### src/logic/ccf_map.svh
// constants for the channel one status flag block
`ifndef CCF_MAP_SVH
`define CCF_MAP_SVH
`define CCF_EVENT_BIT      1
`define CCF_OVERCAP_BIT    9
`define CCF_STATUS_W       10
`define CCF_CNT_W          16
`define CCF_FLAG_RESET     1'b0
`endif

### src/logic/ccf_pkg.sv
// types for the channel one status flag block
package ccf_pkg;
	typedef enum logic [1:0] {
		CCF_MODE_OUT = 2'b01,	// channel drives compare output
		CCF_MODE_IN  = 2'b10	// channel captures input
	} ccf_mode_t;
endpackage : ccf_pkg

### src/logic/ccf_flags.sv
// status flags of capture/compare channel one
`timescale 1ns/10ps
`include "ccf_map.svh"
// Functional notes
// - output mode: match sets event flag
// - input mode: capture sets event flag
// - write zero or value read clears flag
// - capture while flag set sets overcapture
// - overcapture set in input only; write-zero clears
module ccf_flags #(
	parameter int CNT_W = `CCF_CNT_W	// counter width
) (
	input  wire logic                clk,	// timer clock
	input  wire logic                resetn,	// async reset, low
	input  ccf_pkg::ccf_mode_t       chan_mode,	// channel direction
	input  wire logic [CNT_W-1:0]    counter_value,	// live counter
	input  wire logic [CNT_W-1:0]    cmp_value,	// compare value
	input  wire logic                capture_strobe,	// capture pulse
	input  wire logic                status_wr,	// status write
	input  wire logic [`CCF_STATUS_W-1:0] status_wdata,	// write data
	input  wire logic                value_rd,	// read of cc value
	output logic [CNT_W-1:0]         chan_one_compare_capture_value,	// cc
	output logic                     chan_one_event_flag,	// event flag
	output logic                     chan_one_overcapture_flag	// overcap
);
	import ccf_pkg::*;

	logic mode_in;	// channel in input mode
	logic match_pulse;	// compare match event
	logic capture_pulse;	// capture event
	logic clr_event;	// event flag clear request
	logic clr_overcap;	// overcapture clear request

	// any code other than input counts as output mode
	assign mode_in = (chan_mode == CCF_MODE_IN);

	// match and capture events; the match is an edge of equality
	// so a stalled counter cannot re-set a cleared flag
	ccf_event_det #(.CNT_W(CNT_W)) u_det (
		.clk            (clk),
		.resetn         (resetn),
		.mode_in        (mode_in),
		.counter_value  (counter_value),
		.cmp_value      (cmp_value),
		.capture_strobe (capture_strobe),
		.match_pulse    (match_pulse),
		.capture_pulse  (capture_pulse)
	);

	// a written zero clears, and a value read clears the event flag; a one is ignored
	assign clr_event = (status_wr && !status_wdata[`CCF_EVENT_BIT])
		|| value_rd;
	assign clr_overcap = status_wr
		&& !status_wdata[`CCF_OVERCAP_BIT];

	// captured value; in output mode it follows the compare value
	always_ff @(posedge clk or negedge resetn) begin
		if (!resetn) begin
			chan_one_compare_capture_value <= '0;
		end else if (capture_pulse) begin
			chan_one_compare_capture_value <= counter_value;
		end else if (!mode_in) begin
			chan_one_compare_capture_value <= cmp_value;
		end
	end

	// event flag; a set in the clearing cycle wins
	always_ff @(posedge clk or negedge resetn) begin
		if (!resetn) begin
			chan_one_event_flag <= `CCF_FLAG_RESET;
		end else if (match_pulse || capture_pulse) begin
			chan_one_event_flag <= 1'b1;
		end else if (clr_event) begin
			chan_one_event_flag <= 1'b0;
		end
	end

	// overcapture flag; reading the value does not touch it
	always_ff @(posedge clk or negedge resetn) begin
		if (!resetn) begin
			chan_one_overcapture_flag <= `CCF_FLAG_RESET;
		end else if (capture_pulse && chan_one_event_flag) begin
			chan_one_overcapture_flag <= 1'b1;
		end else if (clr_overcap) begin
			chan_one_overcapture_flag <= 1'b0;
		end
	end

	// a match in output mode raises the event flag next cycle
	match_sets_a: assert property (
		@(posedge clk) disable iff (!resetn)
		(!mode_in && counter_value == cmp_value && !$past(match_pulse)
		 && !$past(!mode_in && counter_value == cmp_value))
		|=> chan_one_event_flag)
		else $error("compare match did not set event flag");

	// a capture in input mode raises the event flag next cycle
	capture_sets_a: assert property (
		@(posedge clk) disable iff (!resetn)
		(mode_in && capture_strobe) |=> chan_one_event_flag)
		else $error("capture did not set event flag");

	// a value read with no event in the same cycle clears the flag
	read_clears_a: assert property (
		@(posedge clk) disable iff (!resetn)
		(value_rd && !match_pulse && !capture_pulse)
		|=> !chan_one_event_flag)
		else $error("value read did not clear event flag");

	// a capture on a still-set event flag raises overcapture
	overcap_sets_a: assert property (
		@(posedge clk) disable iff (!resetn)
		(mode_in && capture_strobe && chan_one_event_flag)
		|=> chan_one_overcapture_flag)
		else $error("repeat capture did not set overcapture");

	// overcapture can only rise while the channel is an input
	overcap_input_a: assert property (
		@(posedge clk) disable iff (!resetn)
		($rose(chan_one_overcapture_flag)) |-> $past(mode_in))
		else $error("overcapture set outside input mode");

	// only a written zero may drop overcapture
	overcap_clear_a: assert property (
		@(posedge clk) disable iff (!resetn)
		($fell(chan_one_overcapture_flag))
		|-> $past(status_wr)
		 && !$past(status_wdata[`CCF_OVERCAP_BIT]))
		else $error("overcapture cleared without write of zero");

	// a written one leaves the event flag set
	write_one_a: assert property (
		@(posedge clk) disable iff (!resetn)
		(chan_one_event_flag && status_wr
		 && status_wdata[`CCF_EVENT_BIT]
		 && !value_rd) |=> chan_one_event_flag)
		else $error("write of one cleared event flag");

	// the event flag falls only through a read or a written zero
	flag_holds_a: assert property (
		@(posedge clk) disable iff (!resetn)
		($fell(chan_one_event_flag))
		|-> $past(value_rd) || ($past(status_wr)
		 && !$past(status_wdata[`CCF_EVENT_BIT])))
		else $error("event flag fell without clearing action");

	// a capture stores the counter value seen in the capture cycle
	capture_value_a: assert property (
		@(posedge clk) disable iff (!resetn)
		capture_pulse
		|=> chan_one_compare_capture_value == $past(counter_value))
		else $error("capture did not store counter value");

	// in input mode the stored value only moves on a capture
	value_holds_a: assert property (
		@(posedge clk) disable iff (!resetn)
		(mode_in && !capture_pulse)
		|=> $stable(chan_one_compare_capture_value))
		else $error("stored value moved without a capture");

	// a hardware set beats a same-cycle clear of the event flag
	event_set_wins_a: assert property (
		@(posedge clk) disable iff (!resetn)
		((match_pulse || capture_pulse) && clr_event)
		|=> chan_one_event_flag)
		else $error("clear beat a same-cycle event set");

	// the event flag rises only on a match or a capture
	event_cause_a: assert property (
		@(posedge clk) disable iff (!resetn)
		$rose(chan_one_event_flag)
		|-> $past(match_pulse) || $past(capture_pulse))
		else $error("event flag rose without an event");

	// without a clear, a set event flag stays set
	event_holds_a: assert property (
		@(posedge clk) disable iff (!resetn)
		(chan_one_event_flag && !clr_event) |=> chan_one_event_flag)
		else $error("event flag dropped without a clear");

	// overcapture needs a capture landing on a still-set event flag
	overcap_cause_a: assert property (
		@(posedge clk) disable iff (!resetn)
		$rose(chan_one_overcapture_flag)
		|-> $past(capture_pulse) && $past(chan_one_event_flag))
		else $error("overcapture rose without a repeat capture");

	// a first capture on a clear event flag is no overcapture
	first_capture_a: assert property (
		@(posedge clk) disable iff (!resetn)
		(capture_pulse && !chan_one_event_flag
		 && !chan_one_overcapture_flag)
		|=> !chan_one_overcapture_flag)
		else $error("first capture set overcapture");

	// output mode never raises the overcapture flag
	overcap_out_a: assert property (
		@(posedge clk) disable iff (!resetn)
		(!mode_in && !chan_one_overcapture_flag)
		|=> !chan_one_overcapture_flag)
		else $error("overcapture set in output mode");

	// reading the value must leave overcapture alone
	overcap_read_a: assert property (
		@(posedge clk) disable iff (!resetn)
		(chan_one_overcapture_flag && value_rd && !clr_overcap)
		|=> chan_one_overcapture_flag)
		else $error("value read cleared overcapture");

	// a written one leaves overcapture set
	overcap_w1_a: assert property (
		@(posedge clk) disable iff (!resetn)
		(chan_one_overcapture_flag && status_wr
		 && status_wdata[`CCF_OVERCAP_BIT])
		|=> chan_one_overcapture_flag)
		else $error("write of one cleared overcapture");

	// a capture beats a same-cycle write of zero to overcapture
	overcap_set_wins_a: assert property (
		@(posedge clk) disable iff (!resetn)
		(capture_pulse && chan_one_event_flag && clr_overcap)
		|=> chan_one_overcapture_flag)
		else $error("clear beat a same-cycle overcapture set");

	// in output mode the value register mirrors the compare value
	value_mirror_a: assert property (
		@(posedge clk) disable iff (!resetn)
		!mode_in
		|=> chan_one_compare_capture_value == $past(cmp_value))
		else $error("value did not follow compare value");

	// a level of equality that stands on gives a single match pulse
	match_once_a: assert property (
		@(posedge clk) disable iff (!resetn)
		match_pulse |=> !match_pulse)
		else $error("standing equality gave a second match");
endmodule : ccf_flags

### src/logic/ccf_event_det.sv
// compare match and capture event detection for channel one
`timescale 1ns/10ps
`include "ccf_map.svh"
module ccf_event_det #(
	parameter int CNT_W = `CCF_CNT_W	// counter width
) (
	input  wire logic             clk,	// timer clock
	input  wire logic             resetn,	// async reset, low
	input  wire logic             mode_in,	// channel in input mode
	input  wire logic [CNT_W-1:0] counter_value,	// live counter
	input  wire logic [CNT_W-1:0] cmp_value,	// compare value
	input  wire logic             capture_strobe,	// capture pulse
	output logic                  match_pulse,	// compare match
	output logic                  capture_pulse	// capture event
);
	logic match_now;	// combinational equality
	logic match_seen;	// equality held last cycle

	// equality is a level; only its rising edge is an event, so a
	// stalled counter does not re-set a flag software just cleared
	assign match_now = !mode_in && (counter_value == cmp_value);

	// remember the previous equality level
	always_ff @(posedge clk or negedge resetn) begin
		if (!resetn) begin
			match_seen <= 1'b0;
		end else begin
			match_seen <= match_now;
		end
	end

	assign match_pulse   = match_now && !match_seen;
	assign capture_pulse = mode_in && capture_strobe;
endmodule : ccf_event_det

### config.mk
export PLATFORM = sky130hd
export DESIGN_NAME = ccf_flags
export DESIGN_NICKNAME = d
export VERILOG_FILES = /design/src/logic/ccf_pkg.sv /design/src/logic/ccf_flags.sv /design/src/logic/ccf_event_det.sv
export VERILOG_INCLUDE_DIRS = /design/src /design/src/logic
export SDC_FILE = /design/constraint.sdc
export NUM_CORES = 1
export LEC_CHECK = 0
export ABC_AREA = 1
export BUFFER_PORTS_ARGS = -buffer_cell sky130_fd_sc_hd__buf_2
export CAP_MARGIN = 10
export CORE_MARGIN = 1
export CORE_UTILIZATION = 43
export DETAILED_ROUTE_END_ITERATION = 8
export PLACE_DENSITY = 0.82
export SYNTH_ARGS = -nofsm -noshare
export SYNTH_HDL_FRONTEND = slang
export SYNTH_SLANG_ARGS = --single-unit
### constraint.sdc
create_clock -name clk -period 0.8 [get_ports clk]
set_input_delay 0.12 -clock clk [delete_from_list [all_inputs] [get_ports clk]]
set_output_delay 0.12 -clock clk [all_outputs]
set_load 0.005 [all_outputs]
Yosys cells after proc, flatten, opt, wreduce, memory -nomap -nowiden
Index checks and enable logic that the tools add are counted.
W data, S select, Z words.

cells by class
  equality and inequality tests = 3
  muxes and demuxes = 6
  reduce and logical (&&, ||, !) cells = 14

operator list
  kind                  count
  $mux W16              2
  $eq A16 B16 Y1        1
  $logic_and A1 B1 Y1   6
  $logic_not A1 Y1      4
  $mux W1               4
  $reduce_bool A2 Y1    2
  $eq A2 B2 Y1 const B  1
  $logic_or A1 B1 Y1    2
  $ne A2 B1 Y1 const B  1

word-level totals
  register bits after elaboration = 19
  output and inout port bits = 18
  word-level logic and storage cells = 27

Longest topological paths before layout
Gate-level depths: netlist of the first run.

  word-level depth = 6
  mapped depth = 9

Cells and area by module
From an unflattened synthesis of the first run, not the netlist that was laid out.

unflattened totals
  cell total of the unflattened synthesis = 216
  area total of the unflattened synthesis = 1360.1 um^2

by module, submodules not included
  module         instances  cells each  area each (um^2)  sequential area each (um^2)
  ccf_flags      1          137         1002.2            450.4
  ccf_event_det  1          79          357.8             25.0

Worst setup path after synthesis of the first run
No wires, ideal clock.

  kind = input to register
  start = input chan_mode[0]
  end = register u_det.match_seen
  library setup time = 66 ps
  data arrival time = 726 ps
  data required time = 734 ps
  slack = 8 ps
  cell stages on the path = 8
  cells stage by stage = inv_2 -> nand2_4 -> buf_8 -> nand2_2 -> inv_1 -> nand3b_1 -> nor2_1 -> and3_1

between the ends
  longest elaborated chain between the ends = 3

RTL lines
  item                  line                 RTL
  from (decl)           ccf_flags.sv:15      input ccf_pkg::ccf_mode_t chan_mode,
  $eq A2 B2 Y1          ccf_flags.sv:35      assign mode_in = (chan_mode == CCF_MODE_IN);
  $logic_not A1 Y1      n/a
  $logic_and A1 B1 Y1   ccf_event_det.sv:21  assign match_now = !mode_in && (counter_value == cmp_value);
  via u_det.match_now   ccf_event_det.sv:16  logic match_now;
  to (signal assigned)  ccf_event_det.sv:28  match_seen <= match_now;
  to (decl)             ccf_event_det.sv:17  logic match_seen;

The timed path passes the listed nets, and every way through them passes these cells.
A chain may end at the register's enable or synchronous reset.

Worst setup path after layout of the first run
  start = register chan_one_compare_capture_value[10]
  end = output chan_one_compare_capture_value[10]

RTL lines
  item                    line             RTL
  from (decl)             ccf_flags.sv:22  output logic [CNT_W-1:0] chan_one_compare_capture_value,
  from (signal assigned)  ccf_flags.sv:61  chan_one_compare_capture_value <= counter_value;
  from (signal assigned)  ccf_flags.sv:63  chan_one_compare_capture_value <= cmp_value;

No word-level cell between the ends.

==> results of run 1 <==
-- cells by family (layout without fill, tap and decap cells) --
kind of cell | count (synthesis) | in the layout
DFF | 19 | 19
xor gates and xnor gates | 4 | 4
and+or+nand+nor | 80 | 80
buffers and inverters | 34 | 123
AOI/OAI and AO/OA | 18 | 18
-- per-layer routing --
layer  part of all wire  track usage  vias to the layer above
met2               0.51        0.483                       64
met5                  0            0                        -
met4              0.016        0.110                        0
met1               0.40        0.243                      615
met3              0.077       0.0603                        6
li1                   -            -                      661
-- layout make-up --
cell class | count | area [sq um]
fill | 210 | 739
clock buffer | 4 | 26.3
sequential | 19 | 475
tap | 30 | 37.5
multi-input combinational | 102 | 528
inverter | 31 | 116
timing repair buffer | 88 | 554
-- repair_timing --
item,CTS,global route
resized for setup,1,7
hold endpoints to repair,19,0
buffers inserted,3,4
hold buffers,1,0
endpoints found under the setup margin,18,22
pin swaps,1,2
-- path summary, 6_finish.rpt --
kind,slack [ps],to,depth (start not counted)
worst min-delay path,40,chan_one_compare_capture_value[14],3
worst max register to register,-70,chan_one_compare_capture_value[7],3
max in group asynchronous,220,chan_one_compare_capture_value[4],2
min in group asynchronous,260,chan_one_compare_capture_value[11],2
worst min register to register,490,chan_one_compare_capture_value[6],2
worst max-delay path,-190,chan_one_compare_capture_value[10],1
-- per-stage QoR --
step / setup TNS, ps / worst slack, ps / total power [uW]
after floorplan: 0 / 7.80 / 1340
after global placement: -1210 / -99.4 / 1670
after detailed placement: -1480 / -129 / 1690
after CTS: -2960 / -177 / 2230
after global routing: -3760 / -216 / 2420
final: -2920 / -191 / 2270
-- sequential cells by signal, indices dropped and copies added (netlist names) --
name	flops
chan_one_compare_capture_value	16
chan_one_event_flag	1
chan_one_overcapture_flag	1
u_det.match_seen	1
-- power by group --
group          leakage (uW)  switching [uW]  internal (uW)
combinational      0.000765             314            358
clock             0.0000150             319            195
sequential         0.000232            43.3           1040
-- layout by cell type, fill, tap and decap left out --
master,n
xnor2_1,4
o21ai_0,1
buf_12,2
dlygate4sd3_1,1
nand4_1,2
o221ai_1,7
a22oi_1,1
nor2_1,10
inv_1,27
inv_2,4
o21ai_1,5
nor3_2,1
buf_6,3
buf_4,24
clkbuf_1,1
nand2_4,1
o211ai_1,1
nand2_1,56
and3_1,1
nand3_1,5
nand3b_1,1
clkbuf_4,3
nand2_2,1
dfrtp_1,19
buf_2,58
a22oi_2,3
nor2_4,2
==> metrics.cfg, run 1 <==
[sta]
finalSetupViolCount=22
worst_hold_slack_ps=44.6
slew_headroom=0.705
finalCritPeriodShare=1.24
worstMarginPinSlew_ps=442
fin_skew_ps=7.19
max_clock_freq_ghz=1.01
slew_violations=0
hold_viol=0
period_needed_ps=991
rsz0062_at_grt=true
worst_slack_ps=-191

[setup_path]
cp_max_fo=2
arrival_ps=870
cp_num_buf_inv=1
crit_chain=buf_2
start_kind=flip-flop
cpMaxStageDelayCell=dfrtp_1
cp-startpoint=chan_one_compare_capture_value[10]
crit_required_ps=680
worstSetupEndpointType=output pin
regToRegStartpoint=chan_one_compare_capture_value[7]
cp_slowest_stage_delay_ps=420
cp_top_family=flip-flops
critical_path_class=flip-flop to output pin

[floorplan]
io_pins=67
die_x_um=53.3
die_h_um=53.3
dieArea_sq_um=2840
initial_utilization=0.457
num_rows=18
core_area_sq_um=2480

[min_path]
worstHoldStart=counter_value[14]
hold_class=input port to flip-flop

[yosys]
synth-xor-area-share=0.0310
yosysTopAreaCellShare=0.420
synth-edff-count=0
yosys-top-cells-count=nand2_1 (56), inv_1 (28), dfrtp_1 (19)
synth_fa_ha_area_frac=0
synth.top_cells.by_area=dfrtp_1 (42%), nand2_1 (19%), inv_1 (9.3%)
synth_area_sq_um=1130
ys_seq_area_frac=0.420
yosysWarnings=0
synth_most_common_cell=nand2_1
synth_mux_area_frac=0
synth_flop_cell=dfrtp_1
synthCells=155
yosys.area_share.simple=0.304
synth_nets=204
synth_top_area_cell=dfrtp_1
avgSynthCellArea_sq_um=7.30
synth_cell_type_count=22
synth_top_family_by_area=simple AND/OR/NAND/NOR gates
ys_seq_elements=19
postSynth.asyncResetShare=1.00
synth_compound_gate_area_share=0.114

[power]
ir_worst_vdd_mv=1.40
pwr_density_cell_nw_per_um2=1310
leakage_uw=0.00101

[place]
place_area_sq_um=1620
dpl.hpwl_um=2260
gp_congestion=0.794
placedCellCount=262
io_buffers=58

[grt]
grt_pass1_wl_um=4990
grt_overflow=0
grt_max_degree=20
grt_pass1_vias=1284
grt_use_total=0.250
antenna_found_initial=0

[clocking]
cts_tree=done
cts_made_buffers=3
cts.sinks=19
ctsLongestPathBuffers=2
clk_pin_slew_worst_paths_ps=110
clock_latency_ps=310
ctsRootBufferMaster=clkbuf_4
h-tree-depth=1

[run]
maxCapViolCount=0

[route]
postRouteAntennaNets=0
dr.first_iter.drc_count=26
vias_per_cell=4.91
drcViolationCount=0
first_pass_iters=4
drt-total-wl_um=3250
via_count=1346
wire_per_inst_um=11.9

[cells_and_area]
antenna_cells=0
instances_no_fill=274
postLayoutCoreUtil=0.702
final_area_sq_um=1740
syn_to_final_growth_pct=53.7
drive_gt1_frac=0.418
nNetsFinal=294

[outcome]
violations=setup timing
status=finished with violations

Note: power is estimated with default switching activity, not from simulation.
==> run 2, diff against run 1 <==
--- a/config.mk
+++ b/config.mk
@@ -12,6 +12,7 @@
 export CORE_MARGIN = 1
 export CORE_UTILIZATION = 43
 export DETAILED_ROUTE_END_ITERATION = 8
+export HOLD_SLACK_MARGIN = 0.1
 export PLACE_DENSITY = 0.82
 export SYNTH_ARGS = -nofsm -noshare
 export SYNTH_HDL_FRONTEND = slang
==> metrics.cfg, run 2 (same netlist as run 1, synthesis figures left out) <==
[outcome]
status=finished with violations
violations=setup timing

[sta]
worst_slack_ps=-183  ; +8.36 ps
slew_headroom=0.703  ; -0.00222
worst_hold_slack_ps=74.5  ; +29.9 ps
worstMarginPinSlew_ps=446  ; +3.34 ps
hold_viol=0  ; unchanged
rsz0062_at_grt=true
slew_violations=0  ; unchanged
finalCritPeriodShare=1.23  ; -0.0105
period_needed_ps=983  ; -8.36 ps
finalSetupViolCount=21  ; -4.5%
max_clock_freq_ghz=1.02  ; +0.85%
fin_skew_ps=3.91  ; -3.28 ps

[cells_and_area]
postLayoutCoreUtil=0.741  ; +0.0394
nFillCells=195  ; -7.1%
nNetsFinal=303  ; +3.1%
final_cell_mix=buf_2 (58), nand2_1 (55), inv_1 (27), buf_4 (24), dfrtp_1 (19)
drive_gt1_frac=0.411  ; -0.00697
antenna_cells=0  ; unchanged
layout_commonest_cell=buf_2
syn_to_final_growth_pct=62.3
largest_reg_flops=16  ; unchanged
instances_no_fill=283  ; +3.3%
regMostFlops=chan_one_compare_capture_value

[setup_path]
critical_path_class=flip-flop to output pin
r2r_setup_slack_ps=-80  ; about the same
cpMaxStageDelayCell=dfrtp_1
start_kind=flip-flop
r2r-end=chan_one_compare_capture_value[7]
cp_top_family=flip-flops
cp_num_buf_inv=1  ; unchanged
ff2ff_path_depth=3  ; unchanged
worstSetupEndpointType=output pin
crit_chain=buf_2
crit_required_ps=680  ; about the same
cp_max_fo=2  ; unchanged
regToRegStartpoint=chan_one_compare_capture_value[7]
arrival_ps=860  ; about the same
cp_slowest_stage_delay_ps=420  ; about the same

[grt]
grt_max_degree=20  ; unchanged
antenna_found_initial=0  ; unchanged
grt_pass1_vias=1367  ; +6.5%
grt_use_total=0.261  ; +0.0114
grt_overflow=0  ; unchanged
grt_pass1_wl_um=5220  ; +4.6%

[place]
dpl.hpwl_um=2260  ; unchanged
placedCellCount=262  ; unchanged
place_ws_ps=-129  ; unchanged
gp_congestion=0.794  ; unchanged
io_buffers=58  ; unchanged

[floorplan]
die_h_um=53.3  ; unchanged
die_x_um=53.3  ; unchanged
initial_utilization=0.457  ; unchanged
num_rows=18  ; unchanged
io_pins=67  ; unchanged
core_area_sq_um=2480  ; unchanged
dieArea_sq_um=2840  ; unchanged

[clocking]
h-tree-depth=1  ; unchanged
clk_pin_slew_worst_paths_ps=110  ; about the same
cts_made_buffers=3  ; unchanged
ctsRootBufferMaster=clkbuf_4
ctsLongestPathBuffers=2  ; unchanged
cts.sinks=19  ; unchanged
cts_tree=done
clock_latency_ps=310  ; about the same
postCtsHoldBufs=10  ; +9

[route]
postRouteAntennaNets=0  ; unchanged
wire_per_inst_um=12.1  ; +2.0%
drt-total-wl_um=3430  ; +5.4%
drcViolationCount=0  ; unchanged
via_count=1386  ; +3.0%
vias_per_cell=4.90  ; -0.30%
dr.first_iter.drc_count=19  ; -27%
first_pass_iters=4  ; unchanged

[power]
p_total_uw=2300  ; +1.6%
ir_worst_vdd_mv=1.38  ; -1.6%
leakage_uw=0.00105  ; +4.2%
pwr_density_cell_nw_per_um2=1260  ; -3.8%

[min_path]
worstHoldStart=cmp_value[11]
hold_depth=3  ; unchanged
hold_class=input port to flip-flop
worstHoldEndpoint=chan_one_compare_capture_value[11]

[run]
maxCapViolCount=0  ; unchanged

## run 2: cell types whose count changed in the layout (fill, tap and decap cells not counted), sizes merged
cell	before	now
dlygate4sd3	1	10
## run 2: area by class of cell
cell class	instances	area, sq um	share of cell area
Sequential cell	19	475	0.259
Tap cell	30	37.5	0.0204
Inverter	31	116	0.0634
Timing Repair Buffer	97	644	0.351
Clock buffer	4	26.3	0.0143
Multi-Input combinational cell	102	536	0.292
## run 2: worst max path at each step
stage	start	to	slack (ps)	cells after the start
after floorplan	chan_mode[0]	u_det.match_seen	8	8
after global placement	counter_value[12]	u_det.match_seen	-100	8
after detailed placement	cmp_value[9]	u_det.match_seen	-130	8
after CTS	chan_one_compare_capture_value[7]	chan_one_compare_capture_value[7]	-180	1
after global routing	chan_one_compare_capture_value[10]	chan_one_compare_capture_value[10]	-220	1
final	chan_one_compare_capture_value[10]	chan_one_compare_capture_value[10]	-180	1
## run 2: where the power goes
part           total (uW)  internal (uW)  leakage [uW]  switching (uW)
Sequential           1080           1040      0.000232            43.5
Combinational         714            389      0.000807             325
Clock                 509            195     0.0000150             314
## run 2: layer usage
layer	wire length, um	track usage	up-vias
li1	-	-	681
met3	222	0.0718	8
met2	1770	0.504	54
met1	1370	0.241	643
met4	66	0.136	0
met5	0	0	-
## run 2: repair_timing
item,4_1_cts,5_1_grt
setup buffers,3,5
resized for setup,1,10
endpoints found under the setup margin,18,24
hold endpoints to repair,28,2
pin swaps,1,5
## run 2: worst register-to-register path: stages, from the launching register on
cell	delay, ps
dfrtp_1	420
buf_6	120
a22oi_2	130
o21ai_1	100
## run 2: per-stage QoR
stage	TNS (ps)	instance area, sq um
6_report	-2870	1840
5_1_grt	-3730	1840
4_1_cts	-2960	1770
3_5_place_dp	-1480	1620
3_3_place_gp	-1210	1620
2_1_floorplan	0	1130
